--- config.mk ---
export PLATFORM = sky130hd
export DESIGN_NAME = flash_bus_host
export DESIGN_NICKNAME = d
export VERILOG_FILES = /design/src/flash_bus_pkg.sv /design/src/flash_delay_timer.sv /design/src/flash_bus_host.sv
export VERILOG_INCLUDE_DIRS = /design/src
export SDC_FILE = /design/constraint.sdc
export NUM_CORES = 1
export LEC_CHECK = 0
export ABC_CLOCK_PERIOD_IN_PS = 8860
export BUFFER_PORTS_ARGS = -buffer_cell sky130_fd_sc_hd__buf_2
export CORE_MARGIN = 4
export CORE_UTILIZATION = 55
export DETAILED_ROUTE_END_ITERATION = 7
export GPL_ROUTABILITY_DRIVEN = 1
export GPL_TIMING_DRIVEN = 0
export PLACE_DENSITY_LB_ADDON = 0.08
export SYNTH_ARGS = -nofsm -noshare
export SYNTH_HDL_FRONTEND = slang
export SYNTH_HIERARCHICAL = 1
export SYNTH_SLANG_ARGS = --single-unit
export TNS_END_PERCENT = 30
--- constraint.sdc ---
create_clock -name sys_clk -period 8.86 [get_ports sys_clk]
set_clock_uncertainty 0.1 [all_clocks]
set_input_delay 0.443 -clock sys_clk [delete_from_list [all_inputs] [get_ports sys_clk]]
set_output_delay 0.443 -clock sys_clk [all_outputs]
set_load 0.03 [all_outputs]
--- src/flash_bus_map.svh ---
`ifndef FLASH_BUS_MAP_SVH
`define FLASH_BUS_MAP_SVH
`define ADDR_W 17
`define DATA_W 16
`define CLK_PERIOD_NS 10
`define SETUP_NS 20
`define SETUP_CYC ((`SETUP_NS + `CLK_PERIOD_NS - 1) / `CLK_PERIOD_NS)
`define PULSE_NS 60
`define PULSE_CYC ((`PULSE_NS + `CLK_PERIOD_NS - 1) / `CLK_PERIOD_NS)
`define READ_NS 80
`define READ_CYC ((`READ_NS + `CLK_PERIOD_NS - 1) / `CLK_PERIOD_NS)
`define PROT_US 100
`define PROT_CYC (`PROT_US * 1000 / `CLK_PERIOD_NS)
`define UNPROT_MS 10
`define UNPROT_CYC (`UNPROT_MS * 1000000 / `CLK_PERIOD_NS)
`define TIMER_W 24
`define BIT_A0 0
`define BIT_A1 1
`define BIT_A6 6
`define BIT_A9 9
`define BIT_A12 12
`define BIT_A15 15
`define BLK_LO 12
`define BLK_HI 16
`define UPPER_ZERO 8'h00
`define PROT_YES 8'h01
`endif

--- src/flash_bus_pkg.sv ---
package flash_bus_pkg;
    typedef enum logic [2:0] {
        OP_READ,
        OP_WRITE,
        OP_SIGNATURE,
        OP_PROTECT,
        OP_UNPROTECT,
        OP_VERIFY
    } op_t;
    typedef struct packed {
        logic chipSelN;
        logic outGateN;
        logic writeStrobeN;
        logic byteModeN;
        logic resetUnlockPinN;
    } ctrl_pins_t;
    typedef struct packed {
        logic a9High;
        logic outGateHigh;
        logic chipSelHigh;
        logic resetHigh;
    } hv_pins_t;
    typedef struct packed {
        op_t op;
        logic [16:0] addr;
        logic [15:0] data;
        logic byteMode;
        logic sigBit;
    } req_t;
endpackage : flash_bus_pkg

--- src/flash_delay_timer.sv ---
`timescale 1ns/1ps
`include "flash_bus_map.svh"
module flash_delay_timer
    import flash_bus_pkg::*;
(
    input wire logic sys_clk,
    input wire logic rstN,
    input wire logic load,
    input wire logic [`TIMER_W-1:0] loadValue,
    output logic done
);
    logic [`TIMER_W-1:0] count;
    logic [`TIMER_W-1:0] next_count;
    always_comb begin
        next_count = count;
        if (load) begin
            next_count = loadValue;
        end else if (count != '0) begin
            next_count = count - `TIMER_W'(1);
        end
    end
    always_ff @(posedge sys_clk or negedge rstN) begin
        if (!rstN) begin
            count <= '0;
        end else begin
            count <= next_count;
        end
    end
    assign done = (count == '0) && !load;
endmodule : flash_delay_timer

--- src/flash_bus_host.sv ---
`timescale 1ns/1ps
`include "flash_bus_map.svh"
module flash_bus_host
    import flash_bus_pkg::*;
#(
    parameter int unsigned PROT_CYCLES = `PROT_CYC,
    parameter int unsigned UNPROT_CYCLES = `UNPROT_CYC
)
(
    input wire logic sys_clk,
    input wire logic rst_n,
    input wire logic reqValid,
    input wire req_t req,
    input wire logic tempUnprotect,
    input wire logic [15:0] dataIn,
    output logic reqReady,
    output logic rspValid,
    output logic [15:0] rspData,
    output logic [16:0] addrOut,
    output logic [15:0] dataOut,
    output logic [15:0] dataOe,
    output ctrl_pins_t ctrl,
    output hv_pins_t hv
);
    typedef enum logic [2:0] {
        S_IDLE,
        S_SETUP,
        S_PULSE,
        S_HOLD,
        S_RESP
    } state_t;
    logic rstMeta;
    logic rstN;
    state_t state;
    state_t next_state;
    req_t cur;
    req_t next_cur;
    logic [`TIMER_W-1:0] cnt;
    logic [`TIMER_W-1:0] next_cnt;
    logic timerLoad;
    logic [`TIMER_W-1:0] timerValue;
    logic timerDone;
    logic next_reqReady;
    logic next_rspValid;
    logic [15:0] next_rspData;
    logic [16:0] next_addrOut;
    logic [15:0] next_dataOut;
    logic [15:0] next_dataOe;
    ctrl_pins_t next_ctrl;
    hv_pins_t next_hv;
    logic isRead;
    always_ff @(posedge sys_clk or negedge rst_n) begin
        if (!rst_n) begin
            rstMeta <= 1'b0;
            rstN <= 1'b0;
        end else begin
            rstMeta <= 1'b1;
            rstN <= rstMeta;
        end
    end
    flash_delay_timer u_timer (
        .sys_clk(sys_clk),
        .rstN(rstN),
        .load(timerLoad),
        .loadValue(timerValue),
        .done(timerDone)
    );
    assign isRead = (cur.op == OP_READ) || (cur.op == OP_SIGNATURE) || (cur.op == OP_VERIFY);
    always_comb begin
        next_state = state;
        next_cur = cur;
        next_cnt = cnt;
        timerLoad = 1'b0;
        timerValue = '0;
        next_reqReady = 1'b0;
        next_rspValid = 1'b0;
        next_rspData = rspData;
        next_addrOut = addrOut;
        next_dataOut = dataOut;
        next_dataOe = dataOe;
        next_ctrl = ctrl;
        next_hv = hv;
        next_ctrl.resetUnlockPinN = 1'b1;
        next_hv.resetHigh = tempUnprotect;
        case (state)
            S_IDLE: begin
                next_ctrl.chipSelN = 1'b1;
                next_ctrl.outGateN = 1'b1;
                next_ctrl.writeStrobeN = 1'b1;
                next_hv.a9High = 1'b0;
                next_hv.outGateHigh = 1'b0;
                next_hv.chipSelHigh = 1'b0;
                next_dataOe = '0;
                next_reqReady = 1'b1;
                if (reqValid && reqReady) begin
                    next_reqReady = 1'b0;
                    next_cur = req;
                    next_addrOut = req.addr;
                    next_ctrl.byteModeN = !req.byteMode;
                    next_cnt = `TIMER_W'(`SETUP_CYC);
                    next_state = S_SETUP;
                    case (req.op)
                        OP_SIGNATURE: begin
                            next_hv.a9High = 1'b1;
                            next_addrOut[`BIT_A1] = 1'b0;
                            next_addrOut[`BIT_A0] = req.sigBit;
                        end
                        OP_VERIFY: begin
                            next_hv.a9High = 1'b1;
                            next_addrOut[`BIT_A0] = 1'b0;
                            next_addrOut[`BIT_A1] = 1'b1;
                            next_addrOut[`BIT_A6] = 1'b0;
                        end
                        OP_PROTECT: begin
                            next_hv.a9High = 1'b1;
                            next_hv.outGateHigh = 1'b1;
                            next_ctrl.chipSelN = 1'b0;
                        end
                        OP_UNPROTECT: begin
                            next_hv.a9High = 1'b1;
                            next_hv.outGateHigh = 1'b1;
                            next_hv.chipSelHigh = 1'b1;
                            next_addrOut[`BIT_A12] = 1'b1;
                            next_addrOut[`BIT_A15] = 1'b1;
                        end
                        OP_WRITE: begin
                            next_ctrl.chipSelN = 1'b0;
                            next_dataOut = req.data;
                            next_dataOe = req.byteMode ? 16'h00FF : 16'hFFFF;
                            if (req.byteMode) begin
                                next_dataOut[15] = req.sigBit;
                                next_dataOe[15] = 1'b1;
                            end
                        end
                        default: begin
                            next_ctrl.chipSelN = 1'b0;
                            if (req.byteMode) begin
                                next_dataOut[15] = req.sigBit;
                                next_dataOe[15] = 1'b1;
                            end
                        end
                    endcase
                end
            end
            S_SETUP: begin
                if (cnt > `TIMER_W'(1)) begin
                    next_cnt = cnt - `TIMER_W'(1);
                end else begin
                    next_state = S_PULSE;
                    if (isRead) begin
                        next_ctrl.chipSelN = 1'b0;
                        next_ctrl.outGateN = 1'b0;
                        next_cnt = `TIMER_W'(`READ_CYC);
                    end else if (cur.op == OP_WRITE) begin
                        next_ctrl.writeStrobeN = 1'b0;
                        next_cnt = `TIMER_W'(`PULSE_CYC);
                    end else begin
                        next_ctrl.writeStrobeN = 1'b0;
                        timerLoad = 1'b1;
                        timerValue = (cur.op == OP_PROTECT) ? `TIMER_W'(PROT_CYCLES) : `TIMER_W'(UNPROT_CYCLES);
                    end
                end
            end
            S_PULSE: begin
                if (cur.op == OP_PROTECT || cur.op == OP_UNPROTECT) begin
                    if (timerDone) begin
                        next_ctrl.writeStrobeN = 1'b1;
                        next_cnt = `TIMER_W'(`SETUP_CYC);
                        next_state = S_HOLD;
                    end
                end else if (cnt > `TIMER_W'(1)) begin
                    next_cnt = cnt - `TIMER_W'(1);
                end else begin
                    if (isRead) begin
                        next_rspData = dataIn;
                        if (cur.byteMode || cur.op != OP_READ) begin
                            next_rspData[15:8] = `UPPER_ZERO;
                        end
                        next_ctrl.outGateN = 1'b1;
                        next_ctrl.chipSelN = 1'b1;
                    end else begin
                        next_ctrl.writeStrobeN = 1'b1;
                    end
                    next_cnt = `TIMER_W'(`SETUP_CYC);
                    next_state = S_HOLD;
                end
            end
            S_HOLD: begin
                if (cnt > `TIMER_W'(1)) begin
                    next_cnt = cnt - `TIMER_W'(1);
                end else begin
                    next_ctrl.chipSelN = 1'b1;
                    next_dataOe = '0;
                    next_hv.a9High = 1'b0;
                    next_hv.outGateHigh = 1'b0;
                    next_hv.chipSelHigh = 1'b0;
                    next_state = S_RESP;
                end
            end
            S_RESP: begin
                next_rspValid = 1'b1;
                next_state = S_IDLE;
            end
            default: begin
                next_state = S_IDLE;
            end
        endcase
    end
    always_ff @(posedge sys_clk or negedge rstN) begin
        if (!rstN) begin
            state <= S_IDLE;
            cur <= '0;
            cnt <= '0;
            reqReady <= 1'b0;
            rspValid <= 1'b0;
            rspData <= '0;
            addrOut <= '0;
            dataOut <= '0;
            dataOe <= '0;
            ctrl <= '1;
            hv <= '0;
        end else begin
            state <= next_state;
            cur <= next_cur;
            cnt <= next_cnt;
            reqReady <= next_reqReady;
            rspValid <= next_rspValid;
            rspData <= next_rspData;
            addrOut <= next_addrOut;
            dataOut <= next_dataOut;
            dataOe <= next_dataOe;
            ctrl <= next_ctrl;
            hv <= next_hv;
        end
    end
endmodule : flash_bus_host

==> run metrics <==
Vias=5486; met3 Use GR=9.70%; Sw Pwr=470 uW; # setup viols final=0; core area=10500 um2; PortBufs=131; die area=12700 um2; die span in y=113 um; Worst Path Arrival=4.88 ns; endpoint class of the critical path=register; Max-cap violations=0; CP required=9.20 ns; DP Worst Slack=4.39 ns; Worst Hold Depth=2; fraction of the yosys area taken by sequential cells=49.5%; status=complete, no violations; critical-path cell list=or4_1, or4_1, buf_2, nor4_4, nand3_1, nor2_1, buf_4, nor2_1, and3_1, nand4b_4, clkinv_2, nor3_1, a221oi_1, o21ai_4, buf_6, nand2_1, o311ai_1; Max Freq=0.220 GHz; Synth area leader=dfrtp_1; nets@finish=883; met2 Usage GRT=42.9%; final worst setup slack=4.32 ns; # DRC=0; grt total ovfl=0; Max VDD drop=192 uV; antenna cells=0; Global Route met1 Usage=33.3%; vias per std cell=5.66; asr flop ratio synth=100%; largest net degree at the start of global routing=64; WS Path Type=register to register; Least-Margin Pin Slew=1.22 ns; Logic pwr share=13.4%; Critical path buffers and inverters=4; max incr delay on CP=0.57 ns; row cnt=37; Hold WC Path Type=input pin to register; Total GRT Usage=26.8%; number of synthesized flops with an enable pin=0; Top delay family on crit path=simple AND/OR/NAND/NOR gates; Static Leak=0.00383 uW; Main synth FF type=dfrtp_1; final count of hold timing violations=0; CTS buffer count=17; first-pass GRT wire length=27400 um; count leader, synth=dfrtp_1; clk buf depth=2; Root Driver=clkbuf_8; critical path fanouts, max=11; Filler Cell Count=756; Seq cells post-synth=119; Max-slew headroom=17.8%; DP HPWL=11000 um; CTS H-Tree Depth=4; pwr/cell area=211 nW/um2; share of the synthesized area in the top cell type=47.8%; Crit path depth=17; share of layout cells above drive strength 1=28.2%; Distinct cells, synth=71; Initial Util=57.3%; CP max stage cell=or4_1; RSZ-0062 raised after global routing=no; period utilisation layout=51.2%; Die W=113 um; TritonCTS clock tree=built; DRT Pass-1 Iters=5; Warnings, synthesis=6; postcts setup bufs=0; setup tns final=0 ns; top post-synthesis cells by area=dfrtp_1, nand2_1, a21oi_1, mux2_2, nor2_1; vias in the first global route=5678; Clk pwr share=44.8%; Worst-path clk slew=0.06 ns; mapped cell area=6020 um2; Worst R2R Path Depth=17; internal power=1170 uW; Tmin final=4.54 ns; Wirelength per Cell=16.6 um; io pins=134; clock sinks=119; sequential power share=41.7%; top cells by count, synth=dfrtp_1, nand2_1, a21oi_1, nor2_1, o21ai_0; worst-skew pair later-pin latency=0.55 ns; initial drt markers=520; GR peak layer=met2; Post-DRT Antenna Nets=0; WL final=16100 um; initial antenna violation count=0; RePlAce Congestion=0.885; Net Sw Frac=28.6%; P&R area growth vs syn=29.1%; Critical Path Start Type=register; syn avg cell area=9.49 um2; cells after synthesis=635; final count of pins violating max slew=0
==> registers in the layout, summed over array words and instances (netlist names) <==
| name | flops |
|---|---|
| addrOut | 17 |
| cnt | 24 |
| ctrl | 4 |
| cur | 4 |
| dataOe | 3 |
| dataOut | 16 |
| hv | 4 |
| reqReady | 1 |
| rspData | 16 |
| rspValid | 1 |
| rstMeta | 1 |
| rstN | 1 |
| state | 3 |
| u_timer/count | 24 |
==> final cells by class <==
class / instances / area (um2) / area share, %
Sequential cell: 119 / 2990 / 38.4
Multi-Input combinational cell: 466 / 2760 / 35.5
Timing Repair Buffer: 154 / 903 / 11.6
Clock buffer: 17 / 414 / 5.32
Buffer: 45 / 263 / 3.38
Clock inverter: 15 / 214 / 2.75
Tap cell: 136 / 170 / 2.19
Inverter: 18 / 68.8 / 0.885
==> cell families after synthesis <==
family / Yosys count / share of synthesized area [%]
compound gates: 144 / 15.2
mux: 27 / 5.01
xor+xnor: 14 / 2.04
simple gates: 262 / 21.8
fa+ha+maj: 4 / 0.831
flops: 119 / 49.5
other cells: 2 / 0.125
buf+inv: 63 / 5.50
==> metal layers <==
layer	share of wire [%]	wire (um)	vias to the layer above
met5	0	0	-
met4	2.0	325	0
met3	7.9	1270	28
met2	49	7860	210
met1	41	6670	2651
li1	-	-	2597
==> through the flow <==
step                power (uW)  cell area, um2  cells  utilization, %  hold slack [ns]
floorplan                  830            6070    648               -           0.0474
detailed placement         899            6930    916            65.9            0.134
global route              1720            7780    970            74.0          0.00169
global placement           882            6900    915            65.7            0.129
CTS                       1650            7780    970            74.0       0.00000600
finish                    1640            7780    970            74.0           0.0205
==> power groups by stage <==
stage | combinational, uW | clock [uW] | sequential [uW]
final | 220 | 736 | 684
after global placement | 192 | 0 | 690
after CTS | 218 | 747 | 682
after floorplan | 152 | 0 | 678
after global routing | 247 | 776 | 697
after detailed placement | 209 | 0 | 690
==> cells in the final DEF, fill, tap and decap left out, drive strengths merged, types with 5 or more instances in the layout <==
cell / n
conb: 15
mux2: 25
o2bb2ai: 5
o211ai: 5
xnor2: 10
o21ai: 45
dfrtp: 115
nand2: 108
or3: 6
nor3: 21
buf: 157
dlygate4sd3: 22
a21oi: 43
clkbuf: 37
clkinv: 5
nor4: 14
inv: 22
nand3: 27
nor2: 44
or2: 8
o31ai: 7
or4: 10
==> what timing repair did <==
item / 4_1_cts / 5_1_grt
endpoints found under the hold margin: 23 / 0
hold buffers: 22 / 0
resized for setup: 0 / 0
==> worst paths after layout <==
kind,slack (ns),to,startpoint
max,4.32,cnt[14]$_DFFE_PN0P_,cnt[11]$_DFFE_PN0P_
min,0.02,rspData[6]$_DFFE_PN0P_,dataIn[6]
max reg2reg,4.32,cnt[14]$_DFFE_PN0P_,cnt[11]$_DFFE_PN0P_
min reg2reg,0.27,rstN$_DFF_PN0_,rstMeta$_DFF_PN0_
max in group asynchronous,7.54,ctrl[1]$_DFFE_PN1P_,rstN$_DFF_PN0_
min in group asynchronous,0.11,rstMeta$_DFF_PN0_,rst_n
(Power assumes the default switching activity.)
